**src/cmd_pkg.sv**
```systemverilog
// Package with opcode layout, operation codes and exception classes of the major opcode decoder.
package cmd_pkg;
   // ************************************************************
   // Field layout
   // ************************************************************
   localparam int CMD_OP_HI = 15;
   localparam int CMD_OP_LO = 11;
   localparam int CMD_ROW_HI = 15;
   localparam int CMD_ROW_LO = 14;
   localparam int CMD_COL_HI = 13;
   localparam int CMD_COL_LO = 11;
   localparam int CMD_XBIT = 10;

   localparam logic [1:0] CMD_ROW_0 = 2'h0;
   localparam logic [1:0] CMD_ROW_1 = 2'h1;
   localparam logic [1:0] CMD_ROW_2 = 2'h2;
   localparam logic [1:0] CMD_ROW_3 = 2'h3;
   localparam logic [2:0] CMD_COL_JAL = 3'h3;
   localparam logic [2:0] CMD_COL_WIDE = 3'h7;
   localparam logic [2:0] CMD_COL_PREFIX = 3'h6;

   // ************************************************************
   // Operations and classes
   // ************************************************************
   typedef enum logic [5:0] {
      CMD_OP_NONE,
      CMD_OP_ADD_IMM_TO_STACK_PTR,
      CMD_OP_ADD_IMM_TO_PROG_COUNTER,
      CMD_OP_BRANCH,
      CMD_OP_JUMP_AND_LINK,
      CMD_OP_JUMP_LINK_EXCHANGE,
      CMD_OP_BRANCH_IF_ZERO,
      CMD_OP_BRANCH_IF_NONZERO,
      CMD_OP_SHIFT_CLASS,
      CMD_OP_LOAD_DOUBLEWORD,
      CMD_OP_REG_REG_IMM_ARITH_CLASS,
      CMD_OP_ADD_EIGHT_BIT_IMM,
      CMD_OP_SET_LESS_IMM,
      CMD_OP_SET_LESS_IMM_UNSIGNED,
      CMD_OP_EIGHT_BIT_IMM_CLASS,
      CMD_OP_LOAD_IMMEDIATE,
      CMD_OP_COMPARE_IMMEDIATE,
      CMD_OP_STORE_DOUBLEWORD,
      CMD_OP_LOAD_BYTE,
      CMD_OP_LOAD_HALFWORD,
      CMD_OP_LOAD_WORD_STACK_REL,
      CMD_OP_LOAD_WORD,
      CMD_OP_LOAD_BYTE_UNSIGNED,
      CMD_OP_LOAD_HALFWORD_UNSIGNED,
      CMD_OP_LOAD_WORD_PC_REL,
      CMD_OP_LOAD_WORD_UNSIGNED,
      CMD_OP_STORE_BYTE,
      CMD_OP_STORE_HALFWORD,
      CMD_OP_STORE_WORD_STACK_REL,
      CMD_OP_STORE_WORD,
      CMD_OP_THREE_REGISTER_CLASS,
      CMD_OP_TWO_REGISTER_CLASS,
      CMD_OP_PREFIX_CLASS,
      CMD_OP_WIDE_IMM_CLASS
   } cmd_op_e;

   typedef enum logic [2:0] {
      CMD_EXC_NONE,
      CMD_EXC_RESERVED,
      CMD_EXC_COP_UNUSABLE
   } cmd_exc_e;

   // Attribute marks attached to an encoding by the outer tables.
   typedef struct packed {
      logic reserved;
      logic higher_isa;
      logic wide_only;
      logic partner;
      logic debug_opt;
      logic ext_reserved;
      logic no_extend;
      logic is_cop;
   } cmd_mark_s;
endpackage

```
**src/cmd_decode_if.sv**
```systemverilog
// Interface carrying one decoded major opcode between the decode core and the top.
`timescale 1ns/1ps
interface cmd_decode_if;
   import cmd_pkg::*;
   logic [15:0] halfword;
   logic prefixed;
   cmd_op_e op;
   logic field_class;
   logic wide_only;
   logic no_extend;
   modport core (input halfword, input prefixed, output op, output field_class, output wide_only, output no_extend);
   modport user (output halfword, output prefixed, input op, input field_class, input wide_only, input no_extend);
endinterface

```
**src/cmd_major_table.sv**
```systemverilog
// Combinational major opcode table lookup.
`timescale 1ns/1ps
module cmd_major_table
   import cmd_pkg::*;
(
   cmd_decode_if.core dec
);
   logic [1:0] row;
   logic [2:0] col;

   // ************************************************************
   // Table lookup
   // ************************************************************
   // opcode field split.
   assign row = dec.halfword[CMD_ROW_HI:CMD_ROW_LO];
   assign col = dec.halfword[CMD_COL_HI:CMD_COL_LO];

   always_comb begin
      dec.op = CMD_OP_NONE;
      dec.field_class = 1'b0;
      // The last column of every row is the 64-bit gated one.
      dec.wide_only = (col == CMD_COL_WIDE);
      dec.no_extend = (row == CMD_ROW_3) && (col == CMD_COL_PREFIX);
      case (row)
         CMD_ROW_0: begin
            case (col)
               3'h0: dec.op = CMD_OP_ADD_IMM_TO_STACK_PTR;
               3'h1: dec.op = CMD_OP_ADD_IMM_TO_PROG_COUNTER;
               3'h2: dec.op = CMD_OP_BRANCH;
               3'h3: begin
                  dec.op = dec.halfword[CMD_XBIT] ? CMD_OP_JUMP_LINK_EXCHANGE : CMD_OP_JUMP_AND_LINK;
               end
               3'h4: dec.op = CMD_OP_BRANCH_IF_ZERO;
               3'h5: dec.op = CMD_OP_BRANCH_IF_NONZERO;
               3'h6: dec.op = CMD_OP_SHIFT_CLASS;
               default: dec.op = CMD_OP_LOAD_DOUBLEWORD;
            endcase
            dec.field_class = (col == CMD_COL_JAL) || (col == 3'h6);
         end
         CMD_ROW_1: begin
            case (col)
               3'h0: dec.op = CMD_OP_REG_REG_IMM_ARITH_CLASS;
               3'h1: dec.op = CMD_OP_ADD_EIGHT_BIT_IMM;
               3'h2: dec.op = CMD_OP_SET_LESS_IMM;
               3'h3: dec.op = CMD_OP_SET_LESS_IMM_UNSIGNED;
               3'h4: dec.op = CMD_OP_EIGHT_BIT_IMM_CLASS;
               3'h5: dec.op = CMD_OP_LOAD_IMMEDIATE;
               3'h6: dec.op = CMD_OP_COMPARE_IMMEDIATE;
               default: dec.op = CMD_OP_STORE_DOUBLEWORD;
            endcase
            dec.field_class = (col == 3'h0) || (col == 3'h4);
         end
         CMD_ROW_2: begin
            case (col)
               3'h0: dec.op = CMD_OP_LOAD_BYTE;
               3'h1: dec.op = CMD_OP_LOAD_HALFWORD;
               3'h2: dec.op = CMD_OP_LOAD_WORD_STACK_REL;
               3'h3: dec.op = CMD_OP_LOAD_WORD;
               3'h4: dec.op = CMD_OP_LOAD_BYTE_UNSIGNED;
               3'h5: dec.op = CMD_OP_LOAD_HALFWORD_UNSIGNED;
               3'h6: dec.op = CMD_OP_LOAD_WORD_PC_REL;
               default: dec.op = CMD_OP_LOAD_WORD_UNSIGNED;
            endcase
         end
         default: begin
            case (col)
               3'h0: dec.op = CMD_OP_STORE_BYTE;
               3'h1: dec.op = CMD_OP_STORE_HALFWORD;
               3'h2: dec.op = CMD_OP_STORE_WORD_STACK_REL;
               3'h3: dec.op = CMD_OP_STORE_WORD;
               3'h4: dec.op = CMD_OP_THREE_REGISTER_CLASS;
               3'h5: dec.op = CMD_OP_TWO_REGISTER_CLASS;
               3'h6: dec.op = CMD_OP_PREFIX_CLASS;
               default: dec.op = CMD_OP_WIDE_IMM_CLASS;
            endcase
            dec.field_class = (col >= 3'h4);
         end
      endcase
   end
endmodule

```
**src/cmd_major_decoder.sv**
```systemverilog
// Major opcode decoder with exception classification for 16-bit compressed instructions.
// ************************************************************
// ************************************************************
`timescale 1ns/1ps
module cmd_major_decoder
   import cmd_pkg::*;
#(
   parameter bit DEBUG_ENC_IMPL = 1'b0,
   parameter bit EXT_IMPL = 1'b1
)
(
   input wire logic clk_sys,
   input wire logic rst_n,
   input wire logic [15:0] halfword,
   input wire logic halfword_valid,
   input wire logic prefixed,
   input wire logic kernel_mode,
   input wire logic debug_mode,
   input wire logic wide_enabled,
   input wire logic is_cop,
   input wire logic cop_usable,
   input wire logic mark_reserved,
   input wire logic mark_higher_isa,
   input wire logic mark_partner,
   input wire logic partner_assigned,
   input wire logic mark_debug,
   input wire logic debug_match,
   input wire logic mark_ext,
   output cmd_op_e op_ff,
   output logic field_class_ff,
   output cmd_exc_e exc_ff,
   output logic valid_ff
);
   cmd_decode_if dec ();
   cmd_exc_e exc_comb;
   cmd_op_e nxt_op;
   logic nxt_field_class;
   cmd_exc_e nxt_exc;
   logic nxt_valid;

   assign dec.halfword = halfword;
   assign dec.prefixed = prefixed;

   cmd_major_table u_table (
      .dec(dec)
   );

   // Picks reserved or coprocessor-unusable by coprocessor access.
   function automatic cmd_exc_e cop_split(input logic cop, input logic usable);
      cop_split = (cop && !usable) ? CMD_EXC_COP_UNUSABLE : CMD_EXC_RESERVED;
   endfunction

   // ************************************************************
   // Exception classification
   // ************************************************************
   always_comb begin
      exc_comb = CMD_EXC_NONE;
      if (mark_reserved) begin
         exc_comb = CMD_EXC_RESERVED;
      end else if (mark_higher_isa) begin
         exc_comb = CMD_EXC_RESERVED;
      // omitted debug encoding; implemented one must match its pattern.
      end else if (mark_debug && (!DEBUG_ENC_IMPL || !debug_match)) begin
         exc_comb = CMD_EXC_RESERVED;
      end else if (mark_ext && !EXT_IMPL) begin
         exc_comb = CMD_EXC_RESERVED;
      end else if (mark_partner && !partner_assigned) begin
         exc_comb = cop_split(is_cop, cop_usable);
      end else if (prefixed && dec.no_extend) begin
         exc_comb = CMD_EXC_RESERVED;
      end else if (dec.wide_only && !(kernel_mode || debug_mode || wide_enabled)) begin
         exc_comb = cop_split(is_cop, cop_usable);
      end
   end

   // ************************************************************
   // Output stage
   // ************************************************************
   always_comb begin
      // same-cycle decode, captured for a flopped view.
      nxt_valid = halfword_valid;
      nxt_op = halfword_valid ? dec.op : CMD_OP_NONE;
      nxt_field_class = halfword_valid && dec.field_class;
      nxt_exc = halfword_valid ? exc_comb : CMD_EXC_NONE;
   end

   always_ff @(posedge clk_sys) begin
      if (!rst_n) begin
         op_ff <= CMD_OP_NONE;
         field_class_ff <= 1'b0;
         exc_ff <= CMD_EXC_NONE;
         valid_ff <= 1'b0;
      end else begin
         op_ff <= nxt_op;
         field_class_ff <= nxt_field_class;
         exc_ff <= nxt_exc;
         valid_ff <= nxt_valid;
      end
   end
endmodule

```
**config.mk**
```make
export PLATFORM = sky130hd
export DESIGN_NAME = cmd_major_decoder
export DESIGN_NICKNAME = d
export VERILOG_FILES = /design/src/cmd_pkg.sv /design/src/cmd_decode_if.sv /design/src/cmd_major_table.sv /design/src/cmd_major_decoder.sv
export SDC_FILE = /design/constraint.sdc
export NUM_CORES = 1
export LEC_CHECK = 0
export ABC_CLOCK_PERIOD_IN_PS = 2300
export BUFFER_PORTS_ARGS = -buffer_cell sky130_fd_sc_hd__buf_4
export CAP_MARGIN = 5
export CORE_AREA = 2 2 41 43
export DETAILED_ROUTE_END_ITERATION = 16
export DIE_AREA = 0 0 43 45
export PLACE_DENSITY = 0.82
export SLEW_MARGIN = 20
export SYNTH_ARGS = -nofsm -noshare
export SYNTH_HDL_FRONTEND = slang
export SYNTH_SLANG_ARGS = --single-unit
```
**constraint.sdc**
```tcl
create_clock -name clk_sys -period 2.3 [get_ports clk_sys]
set_input_delay 0.23 -clock clk_sys [delete_from_list [all_inputs] [get_ports clk_sys]]
set_output_delay 0.23 -clock clk_sys [all_outputs]
set_load 0.03 [all_outputs]
```
==> results of run 1 <==
[cells in the final DEF (no fill, tap or decap), types with 2 or more instances in the layout]
cell type,count
nor2b_1,2
inv_1,2
dfxtp_1,10
a31oi_1,4
o21a_1,2
buf_4,29
nand4_1,2
nor2_1,4
nand2_1,4
clkbuf_4,3
nor3_1,3
xor2_1,3
[worst max-delay path by stage]
stage | start | end | slack, ns | cells after the start
global route | exc_ff[0] | exc_ff[0] | 1.29 | 1
detailed placement | halfword[13] | exc_ff[1] | 1.11 | 4
CTS | exc_ff[0] | exc_ff[0] | 1.32 | 1
global placement | halfword[13] | exc_ff[1] | 1.13 | 4
floorplan | halfword[14] | exc_ff[1] | 1.17 | 4
finish | exc_ff[0] | exc_ff[0] | 1.33 | 1
[logic make-up after synthesis]
family          count (synthesis)  synth area share [%]
compound gates                  8                  11.7
xor+xnor                        4                  7.26
buf+inv                         8                  10.1
flops                          10                  41.5
other cells                     1                 0.776
simple gates                   23                  28.8
[routing by layer]
metal	global-route usage, %	up-vias
li1	-	242
met1	13.1	203
met2	19.7	25
met3	4.40	0
met4	10.9	0
met5	0	-
[metrics by stage]
step / worst slack (ns) / instances / hold WS [ns] / instance area [µm²] / util, %
final: 1.33 / 97 / 0.243 / 716 / 48.6
after global routing: 1.29 / 97 / 0.234 / 716 / 48.6
after CTS: 1.32 / 97 / 0.237 / 716 / 48.6
after detailed placement: 1.11 / 93 / 0.514 / 679 / 46.2
after global placement: 1.13 / 93 / 0.514 / 679 / 46.2
after floorplan: 1.17 / 54 / 0.383 / 483 / -
[final cells by class]
cell class / count / share of cell area, %
multi-input combinational: 36 / 32.7
timing repair buffer: 29 / 30.4
sequential: 10 / 28.0
clock buffer: 4 / 5.07
tap: 16 / 2.80
inverter: 2 / 1.05
[where the power goes]
part	leakage [nW]	switching, mW	internal [mW]
Sequential	0.0820	0.00184	0.180
Clock	0.0210	0.0616	0.0961
Combinational	0.223	0.0441	0.0416
Total	0.326	0.108	0.318
[state kept, by name, indices dropped and copies added, names as in the netlist]
register	cells
op_ff	6
exc_ff	2
field_class_ff	1
valid_ff	1
==> out/metrics.cfg, run 1 <==
[run]
drv_cap = 0

[route]
detail-route-antenna-nets = 0
wl_per_cell_um = 11.1
drt_iter0_markers = 5
top_layer_used = met3
drc = 0
met1_length_um = 428
first_pass_iters = 2
vias = 470
route.met2.wl_um = 537
finalWirelength_mm = 1.08
met3_length_um = 114
vias_per_cell = 4.85

[sta]
hold_violations = 0
post-route-period-util_pct = 42.3
setup_viol = 0
slew_viol_final = 0
max_freq_ghz = 1.03
tns_ns = 0
period_needed_ns = 0.974
rsz0062_at_grt = no

[die]
rows = 14
start_util_pct = 32.8
fp.dieArea_um2 = 1940
die_x_um = 43
die_h_um = 45
io_pins = 43
core_um2 = 1470

[synth]
synth_warnings = 0
async_reset_ff_share_pct = 0
yosys.cell_types.count = 25
synthTopCellsByArea = dfxtp_1 (41%), xor2_1 (5.4%), a31oi_1 (5.2%), buf_2 (3.1%), nor3_1 (3.1%)
synth-seq-cells = 10
synth-main-ff-cell = dfxtp_1
synthTopCellsByCount = dfxtp_1 (10), a31oi_1 (4), nand2_1 (4), nor2_1 (4)
synth_area_um2 = 483
yosysTopAreaCellShare_pct = 41.5
yosysMostFrequentCell = dfxtp_1
seq_area_frac_synth_pct = 41.5
synth_edf_count = 0
syn_inst = 54
syn_nets = 86
synth_area_per_cell_um2 = 8.94
synth_area_leader_cell = dfxtp_1

[min_path]
hold_class = in2reg
hold-path-cell-count = 2
hold_start = halfword[11]
worstHoldEndpoint = op_ff[0]

[global_route]
grt_pass1_wl_mm = 1.68
first_global_vias = 434
gr-total-overflow = 0
antenna_found_initial = 0
grt_max_degree = 12
grtUsageTotal_pct = 12.4

[placement]
hpwl_um = 865
gp_congestion = 0.743
port_buffers = 29

[critical_path]
worst-endpoint-arrival_ns = 0.74
worstPathMaxFanout = 1
endpoint_kind = primary output
path_cells = buf_4
crit_buf_inv = 1
cpMaxStageDelayCell = dfxtp_1
critPathRequiredTime_ns = 2.07
slowest_delay_ns = 0.32
path_class = reg2out
critPathLaunchType = register
cpLargestDelayFamily = flip-flops

[cts]
cts.sinks = 10
cts_inserted_buffers = 3
clockBufferDepth = 2
cts_tree = built
clk_pin_slew_ns = 0.07
ctsHtreeMaxLevel = 1
cts_resized = 0
hold_buffers = 0
cts-root-buf = clkbuf_4
postCtsSetupBuffers = 0

[finish]
area_delta_synth_final_pct = 48.2
num-nets-final = 114
regArea_um2 = 200
drive_gt1_share_pct = 42.0
multi_input_area_um2 = 234
antenna-diode-count = 0
fill_cells = 154

[run_status]
status = finished, final reports clean

[power]
power_density_nw_per_um2 = 594
p_leak_nw = 0.326
ir_worst_vdd_mv = 0.290
power_mw = 0.425

Note: power is estimated with default switching activity, not from simulation.
==> run 2: changes to the inputs <==
--- a/config.mk
+++ b/config.mk
@@ -5,13 +5,14 @@
 export SDC_FILE = /design/constraint.sdc
 export NUM_CORES = 1
 export LEC_CHECK = 0
-export ABC_CLOCK_PERIOD_IN_PS = 2300
+export ABC_AREA = 1
+export ABC_CLOCK_PERIOD_IN_PS = 1000
 export BUFFER_PORTS_ARGS = -buffer_cell sky130_fd_sc_hd__buf_4
 export CAP_MARGIN = 5
 export CORE_AREA = 2 2 41 43
 export DETAILED_ROUTE_END_ITERATION = 16
 export DIE_AREA = 0 0 43 45
-export PLACE_DENSITY = 0.82
+export PLACE_DENSITY = 0.81
 export SLEW_MARGIN = 20
 export SYNTH_ARGS = -nofsm -noshare
 export SYNTH_HDL_FRONTEND = slang
==> constraint.sdc (replaced) <==
create_clock -name clk_sys -period 1 [get_ports clk_sys]
set_input_delay 0.1 -clock clk_sys [delete_from_list [all_inputs] [get_ports clk_sys]]
set_output_delay 0.1 -clock clk_sys [all_outputs]
set_load 0.03 [all_outputs]
==> out/metrics.cfg, run 2 <==
[cts]
cts_tree = built  ; unchanged
cts-root-buf = clkbuf_4  ; unchanged
hold_buffers = 0  ; unchanged
cts_inserted_buffers = 3  ; unchanged
postCtsSetupBuffers = 0  ; unchanged
ctsHtreeMaxLevel = 1  ; unchanged
clk_pin_slew_ns = 0.06  ; was 0.07 ns
clockBufferDepth = 2  ; unchanged
cts.sinks = 10  ; unchanged
cts_resized = 0  ; unchanged

[synth]
syn_inst = 68  ; was 54
seq_area_frac_synth_pct = 42.7  ; was 41.5%
synth_area_um2 = 469  ; was 483 µm²
synth-seq-cells = 10  ; unchanged
synth_warnings = 0  ; unchanged
synth-main-ff-cell = dfxtp_1  ; unchanged
synthTopCellsByArea = dfxtp_1 (43%), nand2_1 (10%), nor2_1 (10%), inv_1 (7.2%), o21ai_0 (4.3%)  ; was dfxtp_1 (41%), xor2_1 (5.4%), a31oi_1 (5.2%), buf_2 (3.1%), nor3_1 (3.1%)
synth_area_per_cell_um2 = 6.90  ; was 8.94 µm²
yosys.cell_types.count = 15  ; was 25
yosysTopAreaCellShare_pct = 42.7  ; was 41.5%
syn_nets = 100  ; was 86
synthTopCellsByCount = nand2_1 (13), nor2_1 (13), dfxtp_1 (10)  ; was dfxtp_1 (10), a31oi_1 (4), nand2_1 (4), nor2_1 (4)
synth_area_leader_cell = dfxtp_1  ; unchanged
synth_edf_count = 0  ; unchanged
async_reset_ff_share_pct = 0  ; unchanged

[critical_path]
crit_buf_inv = 1  ; unchanged
cpLargestDelayFamily = flip-flops  ; unchanged
slowest_delay_ns = 0.32  ; about the same
critPathRequiredTime_ns = 0.90  ; was 2.07 ns
path_class = reg2out  ; unchanged
worst-endpoint-arrival_ns = 0.74  ; about the same
endpoint_kind = primary output  ; unchanged
crit_start = field_class_ff  ; was exc_ff[0]
path_cells = buf_4  ; unchanged
worstPathMaxFanout = 1  ; unchanged
critPathLaunchType = register  ; unchanged
cpMaxStageDelayCell = dfxtp_1  ; unchanged

[placement]
dp_cells = 111  ; was 93
hpwl_um = 883  ; was 865 µm
gp_congestion = 0.756  ; was 0.743
port_buffers = 29  ; unchanged

[power]
swShare_pct = 25.3  ; about the same
ir_worst_vdd_mv = 0.448  ; was 0.290 mV
p_leak_nw = 0.384  ; was 0.326 nW
power_switching_mw = 0.246  ; was 0.108 mW
clockPowerShare_pct = 37.0  ; was 37.1%
power_density_nw_per_um2 = 1340  ; was 594 nW/µm²
internal_power_mw = 0.726  ; was 0.318 mW
p_comb_share_pct = 20.0  ; was 20.2%
seq_power_share_pct = 43.0  ; was 42.8%

[route]
drt_iter0_markers = 4  ; was 5
route.met2.wl_um = 574  ; was 537 µm
wl_per_cell_um = 9.30  ; was 11.1 µm
drc = 0  ; unchanged
met1_length_um = 398  ; was 428 µm
finalWirelength_mm = 1.07  ; was 1.08 mm
top_layer_used = met4  ; was met3
detail-route-antenna-nets = 0  ; unchanged
first_pass_iters = 4  ; was 2
met3_length_um = 74  ; was 114 µm
vias = 525  ; was 470
vias_per_cell = 4.57  ; was 4.85

[finish]
drive_gt1_share_pct = 38.4  ; was 42.0%
layout.cells.non_filler = 115  ; was 97
area_delta_synth_final_pct = 55.2  ; was 48.2%
num-nets-final = 132  ; was 114
largest_reg_flops = 6  ; unchanged
final_cell_mix = buf_4 (29), nand2_1 (13), nor2_1 (13), dfxtp_1 (10), inv_1 (9)  ; was buf_4 (29), dfxtp_1 (10), nand2_1 (4), nor2_1 (4), a31oi_1 (4)
top_regs = op_ff x6, exc_ff x2  ; unchanged
regMostFlops = op_ff  ; unchanged
antenna-diode-count = 0  ; unchanged
final_common_cell = buf_4  ; unchanged

[global_route]
grtUsageTotal_pct = 12.4  ; about the same
first_global_vias = 475  ; was 434
gr-total-overflow = 0  ; unchanged
grt_pass1_wl_mm = 1.79  ; was 1.68 mm
antenna_found_initial = 0  ; unchanged
grt_max_degree = 9  ; was 12

[sta]
slew_viol_final = 0  ; unchanged
tns_ns = 0  ; unchanged
post-route-period-util_pct = 84.1
period_needed_ns = 0.841
hold_violations = 0  ; unchanged
max_freq_ghz = 1.19
rsz0062_at_grt = no  ; unchanged
setup_viol = 0  ; unchanged

[die]
die_x_um = 43  ; unchanged
start_util_pct = 31.9  ; was 32.8%
io_pins = 43  ; unchanged
core_um2 = 1470  ; unchanged
die_h_um = 45  ; unchanged
rows = 14  ; unchanged
fp.dieArea_um2 = 1940  ; unchanged

[min_path]
hold_class = in2reg  ; unchanged
hold_start = cop_usable  ; was halfword[11]

[run]
drv_cap = 0  ; unchanged

[run_status]
status = finished, final reports clean  ; unchanged

## run 2: layer usage
layer | up-vias | global-route usage [%]
met1 | 220 | 14.0
met2 | 28 | 20.9
li1 | 275 | -
met4 | 0 | 10.9
met5 | - | 0
met3 | 2 | 1.20
## run 2: through the flow
stage / utilization (%) / worst slack [ns] / total power, mW / hold WS (ns) / area [µm²]
finish: 49.5 / 0.159 / 0.972 / 0.108 / 728
global route: 49.5 / 0.115 / 1.02 / 0.118 / 728
CTS: 49.5 / 0.134 / 0.990 / 0.0984 / 728
detailed placement: 47.0 / 0.138 / 0.623 / 0.387 / 692
global placement: 47.0 / 0.151 / 0.618 / 0.390 / 692
floorplan: - / 0.305 / 0.528 / 0.256 / 469
## run 2: cells by family after synthesis
logic type	share of synthesized area (%)
buf+inv	10.4
other cells	0.799
flops	42.7
simple gates	35.2
compound gates	10.9
## run 2: power by group through the flow
stage | Combinational [mW] | Clock [mW] | Sequential [mW]
floorplan | 0.0677 | 0 | 0.461
global placement | 0.191 | 0 | 0.427
detailed placement | 0.195 | 0 | 0.428
CTS | 0.196 | 0.376 | 0.419
global route | 0.212 | 0.388 | 0.420
finish | 0.194 | 0.360 | 0.418
## run 2: path summary, 6_finish.rpt
check | to | slack [ns] | cells after the start
max | field_class_ff | 0.16 | 1
min | exc_ff[1] | 0.11 | 4
## run 2: final cells by class
type / count / area (µm²)
Fill cell: 159 / 743
Tap cell: 16 / 20.0
Clock buffer: 4 / 36.3
Inverter: 9 / 33.8
Multi-Input combinational cell: 47 / 220
Sequential cell: 10 / 200
Timing Repair Buffer: 29 / 218
